--- src/inc/vrt_pkg.sv ---
// Purpose: Constants and types for the video RAM row-transfer and serial port controller
// Assumes: 100 MHz aclk, AXI4-Lite register access, device pins driven from flip-flops
// Notes:   Times are nanoseconds; cycle counts derive from them and round up
package vrt_pkg;

   localparam int unsigned CLK_NS     = 10;
   localparam int unsigned T_PHASE_NS = 40;
   localparam int unsigned T_SRD_NS   = 30;
   localparam int unsigned T_STS_NS   = 20;

   function automatic logic [7:0] cyc(input int unsigned ns);
      return 8'((ns + CLK_NS - 1) / CLK_NS);
   endfunction

   localparam logic [7:0] PHASE_CYC = cyc(T_PHASE_NS);
   localparam logic [7:0] SRD_CYC   = cyc(T_SRD_NS);
   localparam logic [7:0] STS_CYC   = cyc(T_STS_NS);

   localparam logic [7:0] REG_CMD    = 8'h00;
   localparam logic [7:0] REG_ROW    = 8'h04;
   localparam logic [7:0] REG_COL    = 8'h08;
   localparam logic [7:0] REG_SDATA  = 8'h0C;
   localparam logic [7:0] REG_STATUS = 8'h10;

   localparam int unsigned ST_BUSY  = 0;
   localparam int unsigned ST_DIR   = 1;
   localparam int unsigned ST_START = 2;
   localparam int unsigned ST_HALF  = 3;
   localparam int unsigned ST_ERR   = 4;
   localparam int unsigned ST_SRC   = 5;

   localparam logic [2:0] CMD_READ_XFER   = 3'h0;
   localparam logic [2:0] CMD_SPLIT_READ  = 3'h1;
   localparam logic [2:0] CMD_PSEUDO      = 3'h2;
   localparam logic [2:0] CMD_WRITE_XFER  = 3'h3;
   localparam logic [2:0] CMD_SPLIT_WRITE = 3'h4;
   localparam logic [2:0] CMD_SER_READ    = 3'h5;
   localparam logic [2:0] CMD_SER_WRITE   = 3'h6;

   localparam logic [1:0] RESP_OKAY   = 2'h0;
   localparam logic [1:0] RESP_SLVERR = 2'h2;

   typedef struct packed {
      logic       ras_n;
      logic       cas_n;
      logic       we_n;
      logic       transfer_output_enable_n;
      logic       special_function_select;
      logic       serial_enable_n;
      logic       serial_clock;
      logic [8:0] addr;
   } vrt_pins_t;

   localparam vrt_pins_t PINS_IDLE = '{ras_n: 1'b1, cas_n: 1'b1, we_n: 1'b1,
      transfer_output_enable_n: 1'b1, special_function_select: 1'b0,
      serial_enable_n: 1'b0, serial_clock: 1'b0, addr: 9'h000};

endpackage
--- src/core/vrt_ctrl.sv ---
// Purpose: Host controller sequencing transfer and serial cycles of a video RAM
// Assumes: Software issues one command at a time through AXI4-Lite registers
// Notes:   Illegal orderings are refused and flagged instead of reaching the pins
`timescale 1ns/10ps
module vrt_ctrl #(
   parameter int unsigned AW = 8
) (
   input  wire logic                aclk,
   input  wire logic                aresetn,
   input  wire logic [AW-1:0]       s_axi_awaddr,
   input  wire logic                s_axi_awvalid,
   output logic                     s_axi_awready,
   input  wire logic [31:0]         s_axi_wdata,
   input  wire logic [3:0]          s_axi_wstrb,
   input  wire logic                s_axi_wvalid,
   output logic                     s_axi_wready,
   output logic [1:0]               s_axi_bresp,
   output logic                     s_axi_bvalid,
   input  wire logic                s_axi_bready,
   input  wire logic [AW-1:0]       s_axi_araddr,
   input  wire logic                s_axi_arvalid,
   output logic                     s_axi_arready,
   output logic [31:0]              s_axi_rdata,
   output logic [1:0]               s_axi_rresp,
   output logic                     s_axi_rvalid,
   input  wire logic                s_axi_rready,
   output vrt_pkg::vrt_pins_t       pins,
   input  wire logic [3:0]          sio_i,
   output logic [3:0]               sio_o,
   output logic                     sio_oe_n,
   input  wire logic                half_indicator_out
);

   typedef enum logic [3:0] {
      S_IDLE, S_SETUP, S_RAS, S_CAS, S_TOE, S_END, S_SC_LO, S_SC_HI, S_SC_TAIL
   } vrt_state_t;

   vrt_state_t         st_q;
   vrt_pkg::vrt_pins_t pins_q;
   logic [7:0]         cnt_q;
   logic [7:0]         sc_gap_q;
   logic [7:0]         ras_gap_q;
   logic [2:0]         cmd_q;
   logic [8:0]         row_q;
   logic [8:0]         col_q;
   logic [3:0]         tx_q;
   logic [3:0]         rx_q;
   logic               dir_out_q;
   logic               start_set_q;
   logic               src_valid_q;
   logic               src_msb_q;
   logic               err_q;
   logic [3:0]         sio_s1_q;
   logic [3:0]         sio_s2_q;
   logic               half_s1_q;
   logic               half_s2_q;
   logic               bvalid_q;
   logic [1:0]         bresp_q;
   logic               rvalid_q;
   logic [1:0]         rresp_q;
   logic [31:0]        rdata_q;
   logic               wr_go;
   logic               cmd_wr;
   logic               go;
   logic [2:0]         new_cmd;
   logic               phase_done;

   ////////////////////////////////////////////////////////////////////////////////
   // Ordering checks on the host side

   function automatic logic cmd_legal(input logic [2:0] c, input logic [8:0] row,
                                      input logic dir_out, input logic start_set,
                                      input logic src_valid, input logic src_msb);
      logic msb_ok;
      msb_ok = !src_valid || (row[8] == src_msb);
      case (c)
         vrt_pkg::CMD_READ_XFER:   return 1'b1;
         vrt_pkg::CMD_PSEUDO:      return 1'b1;
         vrt_pkg::CMD_WRITE_XFER:  return msb_ok;
         vrt_pkg::CMD_SPLIT_READ:  return start_set && dir_out;
         vrt_pkg::CMD_SPLIT_WRITE: return start_set && !dir_out && msb_ok;
         vrt_pkg::CMD_SER_READ:    return start_set && dir_out;
         vrt_pkg::CMD_SER_WRITE:   return start_set && !dir_out;
         default:                  return 1'b0;
      endcase
   endfunction

   ////////////////////////////////////////////////////////////////////////////////
   // AXI4-Lite slave; address and data are taken together

   assign wr_go         = s_axi_awvalid && s_axi_wvalid && !bvalid_q;
   assign s_axi_awready = wr_go;
   assign s_axi_wready  = wr_go;
   assign s_axi_arready = !rvalid_q;
   assign s_axi_bvalid  = bvalid_q;
   assign s_axi_bresp   = bresp_q;
   assign s_axi_rvalid  = rvalid_q;
   assign s_axi_rresp   = rresp_q;
   assign s_axi_rdata   = rdata_q;
   assign cmd_wr  = wr_go && s_axi_awaddr[7:0] == vrt_pkg::REG_CMD && s_axi_wstrb[0];
   assign new_cmd = s_axi_wdata[2:0];
   assign go      = cmd_wr && st_q == S_IDLE &&
                    cmd_legal(new_cmd, row_q, dir_out_q, start_set_q, src_valid_q, src_msb_q);

   always_ff @(posedge aclk) begin
      if (!aresetn) begin
         bvalid_q <= 1'b0;
         bresp_q  <= vrt_pkg::RESP_OKAY;
      end else if (wr_go) begin
         bvalid_q <= 1'b1;
         case (s_axi_awaddr[7:0])
            vrt_pkg::REG_CMD, vrt_pkg::REG_ROW, vrt_pkg::REG_COL,
            vrt_pkg::REG_SDATA, vrt_pkg::REG_STATUS: bresp_q <= vrt_pkg::RESP_OKAY;
            default:                                 bresp_q <= vrt_pkg::RESP_SLVERR;
         endcase
      end else if (s_axi_bready) begin
         bvalid_q <= 1'b0;
      end
   end

   always_ff @(posedge aclk) begin
      if (!aresetn) begin
         row_q <= 9'h000;
         col_q <= 9'h000;
         tx_q  <= 4'h0;
      end else if (wr_go) begin
         if (s_axi_awaddr[7:0] == vrt_pkg::REG_ROW) begin
            if (s_axi_wstrb[0]) row_q[7:0] <= s_axi_wdata[7:0];
            if (s_axi_wstrb[1]) row_q[8]   <= s_axi_wdata[8];
         end
         if (s_axi_awaddr[7:0] == vrt_pkg::REG_COL) begin
            if (s_axi_wstrb[0]) col_q[7:0] <= s_axi_wdata[7:0];
            if (s_axi_wstrb[1]) col_q[8]   <= s_axi_wdata[8];
         end
         if (s_axi_awaddr[7:0] == vrt_pkg::REG_SDATA && s_axi_wstrb[0]) tx_q <= s_axi_wdata[3:0];
      end
   end

   always_ff @(posedge aclk) begin
      if (!aresetn) begin
         rvalid_q <= 1'b0;
         rresp_q  <= vrt_pkg::RESP_OKAY;
         rdata_q  <= 32'h0000_0000;
      end else if (s_axi_arvalid && !rvalid_q) begin
         rvalid_q <= 1'b1;
         rresp_q  <= vrt_pkg::RESP_OKAY;
         case (s_axi_araddr[7:0])
            vrt_pkg::REG_CMD:    rdata_q <= {29'h0, cmd_q};
            vrt_pkg::REG_ROW:    rdata_q <= {23'h0, row_q};
            vrt_pkg::REG_COL:    rdata_q <= {23'h0, col_q};
            vrt_pkg::REG_SDATA:  rdata_q <= {28'h0, rx_q};
            vrt_pkg::REG_STATUS: rdata_q <= {26'h0, src_valid_q, err_q, half_s2_q,
                                             start_set_q, dir_out_q, st_q != S_IDLE};
            default: begin
               rdata_q <= 32'h0000_0000;
               rresp_q <= vrt_pkg::RESP_SLVERR;
            end
         endcase
      end else if (s_axi_rready) begin
         rvalid_q <= 1'b0;
      end
   end

   ////////////////////////////////////////////////////////////////////////////////
   // Pin synchronisers

   always_ff @(posedge aclk) begin
      if (!aresetn) begin
         sio_s1_q  <= 4'h0;
         sio_s2_q  <= 4'h0;
         half_s1_q <= 1'b0;
         half_s2_q <= 1'b0;
      end else begin
         sio_s1_q  <= sio_i;
         sio_s2_q  <= sio_s1_q;
         half_s1_q <= half_indicator_out;
         half_s2_q <= half_s1_q;
      end
   end

   ////////////////////////////////////////////////////////////////////////////////
   // Device state as the host tracks it

   always_ff @(posedge aclk) begin
      if (!aresetn) begin
         cmd_q       <= vrt_pkg::CMD_READ_XFER;
         dir_out_q   <= 1'b0;
         start_set_q <= 1'b0;
         src_valid_q <= 1'b0;
         src_msb_q   <= 1'b0;
         err_q       <= 1'b0;
      end else if (cmd_wr) begin
         err_q <= !go;
         if (go) begin
            cmd_q <= new_cmd;
            case (new_cmd)
               vrt_pkg::CMD_READ_XFER: begin
                  dir_out_q   <= 1'b1;
                  start_set_q <= 1'b1;
                  src_valid_q <= 1'b1;
                  src_msb_q   <= row_q[8];
               end
               vrt_pkg::CMD_SPLIT_READ: begin
                  src_valid_q <= 1'b1;
                  src_msb_q   <= row_q[8];
               end
               vrt_pkg::CMD_PSEUDO: begin
                  dir_out_q   <= 1'b0;
                  start_set_q <= 1'b1;
               end
               vrt_pkg::CMD_WRITE_XFER: dir_out_q <= 1'b0;
               default: ;
            endcase
         end
      end
   end

   ////////////////////////////////////////////////////////////////////////////////
   // Strobe sequencer; each phase lasts PHASE_CYC cycles, except S_END (SRD_CYC) and S_SETUP, which also waits for the serial gap

   assign phase_done = cnt_q >= vrt_pkg::PHASE_CYC - 8'h01;

   always_ff @(posedge aclk) begin
      if (!aresetn) begin
         st_q   <= S_IDLE;
         cnt_q  <= 8'h00;
         pins_q <= vrt_pkg::PINS_IDLE;
         rx_q   <= 4'h0;
      end else begin
         cnt_q <= cnt_q + 8'h01;
         case (st_q)
            S_IDLE: begin
               cnt_q <= 8'h00;
               if (go) begin
                  if (new_cmd == vrt_pkg::CMD_SER_READ || new_cmd == vrt_pkg::CMD_SER_WRITE) begin
                     st_q <= S_SC_LO;
                  end else begin
                     st_q <= S_SETUP;
                     pins_q.addr <= row_q;
                     pins_q.transfer_output_enable_n <= 1'b0;
                     pins_q.we_n <= new_cmd == vrt_pkg::CMD_READ_XFER ||
                                    new_cmd == vrt_pkg::CMD_SPLIT_READ;
                     pins_q.special_function_select <= new_cmd == vrt_pkg::CMD_SPLIT_READ ||
                                                       new_cmd == vrt_pkg::CMD_SPLIT_WRITE;
                     pins_q.serial_enable_n <= new_cmd == vrt_pkg::CMD_PSEUDO;
                  end
               end
            end
            // Split cycles run beside serial clocking, so honour the gap here
            S_SETUP: if (phase_done && sc_gap_q >= vrt_pkg::STS_CYC) begin
               st_q         <= S_RAS;
               cnt_q        <= 8'h00;
               pins_q.ras_n <= 1'b0;
            end
            S_RAS: if (phase_done) begin
               st_q         <= S_CAS;
               cnt_q        <= 8'h00;
               pins_q.addr  <= col_q;
               pins_q.cas_n <= 1'b0;
            end
            S_CAS: if (phase_done) begin
               cnt_q <= 8'h00;
               pins_q.transfer_output_enable_n <= 1'b1;
               st_q <= cmd_q == vrt_pkg::CMD_READ_XFER ? S_TOE : S_END;
               if (cmd_q != vrt_pkg::CMD_READ_XFER) begin
                  pins_q.ras_n <= 1'b1;
                  pins_q.cas_n <= 1'b1;
               end
            end
            S_TOE: if (phase_done) begin
               st_q         <= S_END;
               cnt_q        <= 8'h00;
               pins_q.ras_n <= 1'b1;
               pins_q.cas_n <= 1'b1;
            end
            // Recovery after the row strobe rises before any serial access
            S_END: if (cnt_q >= vrt_pkg::SRD_CYC - 8'h01) begin
               st_q <= S_IDLE;
               pins_q.serial_enable_n <= 1'b0;
               pins_q.we_n <= 1'b1;
               pins_q.special_function_select <= 1'b0;
            end
            S_SC_LO: if (phase_done) begin
               st_q                <= S_SC_HI;
               cnt_q               <= 8'h00;
               pins_q.serial_clock <= 1'b1;
            end
            S_SC_HI: if (phase_done) begin
               st_q                <= S_SC_TAIL;
               cnt_q               <= 8'h00;
               pins_q.serial_clock <= 1'b0;
               if (cmd_q == vrt_pkg::CMD_SER_READ) rx_q <= sio_s2_q;
            end
            S_SC_TAIL: if (phase_done) st_q <= S_IDLE;
            default: st_q <= S_IDLE;
         endcase
      end
   end

   ////////////////////////////////////////////////////////////////////////////////
   // Gap counters since the last serial clock rise and row strobe rise

   always_ff @(posedge aclk) begin
      if (!aresetn) begin
         sc_gap_q  <= 8'hFF;
         ras_gap_q <= 8'hFF;
      end else begin
         if (st_q == S_SC_LO && phase_done) sc_gap_q <= 8'h00;
         else if (sc_gap_q != 8'hFF) sc_gap_q <= sc_gap_q + 8'h01;
         if (!pins_q.ras_n) ras_gap_q <= 8'h00;
         else if (ras_gap_q != 8'hFF) ras_gap_q <= ras_gap_q + 8'h01;
      end
   end

   assign pins = pins_q;

   // Host drives data only in write mode; pins stay released in read mode
   always_ff @(posedge aclk) begin
      if (!aresetn) begin
         sio_o    <= 4'h0;
         sio_oe_n <= 1'b1;
      end else begin
         sio_o    <= tx_q;
         sio_oe_n <= dir_out_q || !(cmd_q == vrt_pkg::CMD_SER_WRITE &&
                     (st_q == S_SC_LO || st_q == S_SC_HI));
      end
   end

   ////////////////////////////////////////////////////////////////////////////////
   // Checks

   property p_xfer_decode;
      @(posedge aclk) disable iff (!aresetn)
      $fell(pins_q.ras_n) |-> pins_q.cas_n && !pins_q.transfer_output_enable_n;
   endproperty
   a_xfer_decode: assert property (p_xfer_decode) else $error("bad transfer decode");

   property p_toe_rise;
      @(posedge aclk) disable iff (!aresetn)
      st_q == S_CAS && phase_done && cmd_q == vrt_pkg::CMD_READ_XFER
      |=> $rose(pins_q.transfer_output_enable_n) && !pins_q.ras_n;
   endproperty
   a_toe_rise: assert property (p_toe_rise) else $error("no enable rise");

   property p_sc_ras;
      @(posedge aclk) disable iff (!aresetn)
      !pins_q.ras_n |-> !pins_q.serial_clock;
   endproperty
   a_sc_ras: assert property (p_sc_ras) else $error("clock during row low");

   property p_srd;
      @(posedge aclk) disable iff (!aresetn)
      $rose(pins_q.serial_clock) |-> ras_gap_q >= vrt_pkg::SRD_CYC;
   endproperty
   a_srd: assert property (p_srd) else $error("serial access too soon");

   property p_sts;
      @(posedge aclk) disable iff (!aresetn)
      $fell(pins_q.ras_n) |-> sc_gap_q > vrt_pkg::STS_CYC;
   endproperty
   a_sts: assert property (p_sts) else $error("clock to row fall gap");

   property p_release;
      @(posedge aclk) disable iff (!aresetn)
      dir_out_q && st_q != S_IDLE |-> sio_oe_n;
   endproperty
   a_release: assert property (p_release) else $error("driving in read mode");

   property p_split_read;
      @(posedge aclk) disable iff (!aresetn)
      $fell(pins_q.ras_n) && pins_q.we_n && pins_q.special_function_select |-> dir_out_q;
   endproperty
   a_split_read: assert property (p_split_read) else $error("split read in input");

   property p_split_write;
      @(posedge aclk) disable iff (!aresetn)
      go && new_cmd == vrt_pkg::CMD_SPLIT_WRITE |=> !dir_out_q && st_q == S_SETUP;
   endproperty
   a_split_write: assert property (p_split_write) else $error("split write in output");

   property p_msb;
      @(posedge aclk) disable iff (!aresetn)
      $fell(pins_q.ras_n) && !pins_q.we_n && !pins_q.serial_enable_n && src_valid_q
      |-> pins_q.addr[8] == src_msb_q;
   endproperty
   a_msb: assert property (p_msb) else $error("row msb mismatch");

   property p_start;
      @(posedge aclk) disable iff (!aresetn)
      $rose(pins_q.serial_clock) |-> start_set_q;
   endproperty
   a_start: assert property (p_start) else $error("serial before start set");

endmodule

--- config.mk ---
export PLATFORM = sky130hd
export DESIGN_NAME = vrt_ctrl
export DESIGN_NICKNAME = d
export VERILOG_FILES = /design/src/inc/vrt_pkg.sv /design/src/core/vrt_ctrl.sv
export SDC_FILE = /design/constraint.sdc
export NUM_CORES = 1
export LEC_CHECK = 0
export ABC_AREA = 1
export BUFFER_PORTS_ARGS = -buffer_cell sky130_fd_sc_hd__buf_2
export CAP_MARGIN = 20
export CORE_MARGIN = 3
export CORE_UTILIZATION = 58
export CTS_CLUSTER_DIAMETER = 100
export DETAILED_ROUTE_END_ITERATION = 16
export PLACE_DENSITY = 0.91
export SYNTH_ARGS = -nofsm -noshare
export SYNTH_HDL_FRONTEND = slang
export SYNTH_SLANG_ARGS = --single-unit
--- constraint.sdc ---
create_clock -name aclk -period 4.8 [get_ports aclk]
set_input_delay 0.72 -clock aclk [delete_from_list [all_inputs] [get_ports aclk]]
set_output_delay 0.72 -clock aclk [all_outputs]
set_load 0.01 [all_outputs]
==> results.md <==
* Share of cells above drive strength 1 at 17.4%
* Core Area at 8300 µm²
* Net Sw Power at 0.00105 W
* Combinational family with the most area after synthesis: simple AND/OR/NAND/NOR gates
* Worst Setup End Kind: flip-flop
* Most frequent cell after synthesis: nand2_1
* Int Power at 0.00154 W
* GPL Wtd Cong at 0.881
* Hold-fix buffers, CTS at 0
* Reg power frac at 38.3%
* TritonCTS Buffers at 9
* Tmin final at 2160 ps
* DRC at 0
* Worst-path clk slew at 100 ps
* Final Hold Vio Count at 0
* Synth Area in Simple Gates at 31.4%
* Die area at 9820 µm²
* Setup TNS at 0 ps
* Placed Area at 5280 µm²
* CTS root buffer: clkbuf_8
* Yosys warns at 0
* Gr ovfl total at 0
* Post-layout util at 66.1%
* Hpwl dp at 8590 µm
* First-pass GRT wire length at 19400 µm
* Initial core utilization at 60.5%
* # diodes at 0
* Distinct cells, synth at 44
* Reg2reg setup slack at 3030 ps
* Initial antenna violation count at 0
* Port Buffers at 75
* Clock Sinks at 98
* CTS tree: yes
* Post_cts resized at 0
* Pwr Total at 0.00259 W
* Post-synth top area share at 39.0%
* Least-Margin Pin Slew at 979 ps
* # Max-Cap Violations at 0
* Die width at 99.1 µm
* FILL cells at 687
* Worst R2R End: sc_gap_q[2]
* Net Sw Frac at 40.6%
* Gr usage total at 24.1%
* Routed WL at 11600 µm
* Post-synth EDFFs at 0
* RR Startpoint: st_q[2]
* Peak supply drop at 0.264 mV
* Worst Hold Class: flip-flop to flip-flop
* F_max at 0.462 GHz
* Post-DRT Antenna Nets at 0
* CP required at 5100 ps
* Clock latency on the worst-skew pair at 370 ps
* Avg WL per Cell at 13.2 µm
* CP Class: primary input to flip-flop
* Final instance area at 5490 µm²
* Setup skew after layout at 11.6 ps
* Hold_sp: sio_s1_q[0]
* Sequential share of the synthesized area at 39.0%
* Largest net degree at the start of global routing at 64
* CP Launch Type: primary input
* Final period util at 45.1%
* R2R depth at 9
* Min-Delay Path Depth at 2
* Vias in the first global route at 4211
* Synth top area cells: dfxtp_1 39%, nand2_1 11%, nor2_1 6.5%, inv_1 6.4%, nand3_1 5.0%
* Iteration count of the initial detailed-routing pass at 9
* Vias post-DR at 4675
* Clk pwr share at 21.7%
* Synth Area in XOR/XNOR at 1.74%
* Complex-gate fraction of the synthesized area at 12.5%
* Max-slew headroom at 34.6%
* Fin. max-slew vios at 0
* RSZ-0062 raised after global routing: no
* Die H at 99.1 µm
* Max Fanout on Critical Path at 19
* Sequential standard cell area at 1960 µm²
* IO Count at 126
* Lkg Pwr at 2.66 nW
* Flops & latches, synth at 98
* Commonest cells in the netlist: 145 x nand2_1, 98 x dfxtp_1, 87 x nor2_1
* Post-synthesis mux area share at 0%
* Pwr dens at 471 nW/µm²
* Iter 0 DRT Violations at 255
* Row count at 33
* Vias per inst at 5.31
* CP arrival at 2460 ps
* Yosys top cell by area: dfxtp_1
* Post-synth top flop: dfxtp_1
* Setup bufs post-CTS at 0
* Finish-stage setup viols at 0
* Syn Std Cell Area at 5020 µm²
* Endpoint, Worst Hold: sio_s2_q[0]
* # nets final at 838
* Clock tree buffer depth at 2
* Status: completed
* Async S/R FF share, synth at 0%
* Multi-input logic area at 2440 µm²
* Syn avg cell area at 7.11 µm²
* Area Growth Syn to Fin at 9.19%
* H-tree Lvls at 3
* Comb power frac at 40.0%
* Post-Synth Adder-Cell Area at 0.996%
* Cell count after synthesis at 707
layer usage:
layer	global-route usage, %	wire, µm	vias up
met3	4.46	739	32
li1	-	-	2333
met2	39.5	5640	183
met1	31.9	5010	2127
met4	8.40	255	0
met5	0	0	-
cells in the final DEF, fill, tap and decap left out, drive strengths merged, types with 4 or more instances in the layout:
master  Yosys  final
a211oi      8      8
a21oi      43     43
buf        39     76
clkbuf      9     10
conb        1     25
dfxtp      98     98
ha          4      4
inv        95     98
nand2     153    153
nand3      51     51
nand3b     10     10
nand4       6      6
nor2       99     99
nor3       20     20
o211ai      9      9
o21ai      45     45
xor2        8      8
layout make-up:
class,count,area share (%)
Tap cell,105,2.39
Timing Repair Buffer,76,6.98
Clock buffer,10,2.51
Inverter,95,6.59
Sequential cell,98,35.8
Clock inverter,6,1.30
Multi-Input combinational cell,490,44.5
logic make-up after synthesis:
family / Yosys count
buffers and inverters: 143
AND/OR/NAND/NOR: 342
adder cells (fa/ha/maj): 4
flip-flops: 98
XOR/XNOR: 10
other: 1
AO/OA/AOI/OAI: 109
sequential cells by signal (all words and copies together), names as in the netlist, 3 cells and up:
| name | flops |
|---|---|
| pins | 16 |
| col_q | 9 |
| row_q | 9 |
| s_axi_rdata | 9 |
| cnt_q | 8 |
| sc_gap_q | 8 |
| rx_q | 4 |
| sio_o | 4 |
| sio_s1_q | 4 |
| sio_s2_q | 4 |
| st_q | 4 |
| tx_q | 4 |
| cmd_q | 3 |
power groups by stage:
stage | logic, W | clock network [W] | registers (W)
floorplan | 0.000918 | 0 | 0.00101
global placement | 0.00100 | 0 | 0.00101
detailed placement | 0.00103 | 0 | 0.00101
CTS | 0.00104 | 0.000564 | 0.000992
global route | 0.00118 | 0.000601 | 0.00101
finish | 0.00103 | 0.000562 | 0.000991
worst max-delay path, stage by stage:
cell	delay, ps
buf_2	100
nor2_1	100
nand2_1	140
nor2_2	600
nand2_1	250
o21ai_0	280
o21ai_0	140
a21oi_1	140
stage by stage:
stage               hold slack [ps]  worst slack, ps  instances
CTS                             423             2710        880
global placement                395             2410        864
global route                    443             2510        880
finish                          422             2640        880
floorplan                       390             2910        731
detailed placement              401             2350        864
worst max path at each step:
| stage | start | to | slack, ps | depth (start not counted) |
|---|---|---|---|---|
| 2_1_floorplan | s_axi_awaddr[7] | pins[3] | 2910 | 11 |
| 3_3_place_gp | aresetn | sc_gap_q[7] | 2410 | 5 |
| 3_5_place_dp | aresetn | sc_gap_q[6] | 2350 | 5 |
| 4_1_cts | s_axi_araddr[7] | s_axi_rdata[3] | 2710 | 8 |
| 5_1_grt | s_axi_araddr[7] | s_axi_rdata[3] | 2510 | 8 |
| 6_report | s_axi_araddr[7] | s_axi_rdata[3] | 2640 | 8 |
No activity file was read; power rests on OpenSTA's default activity.
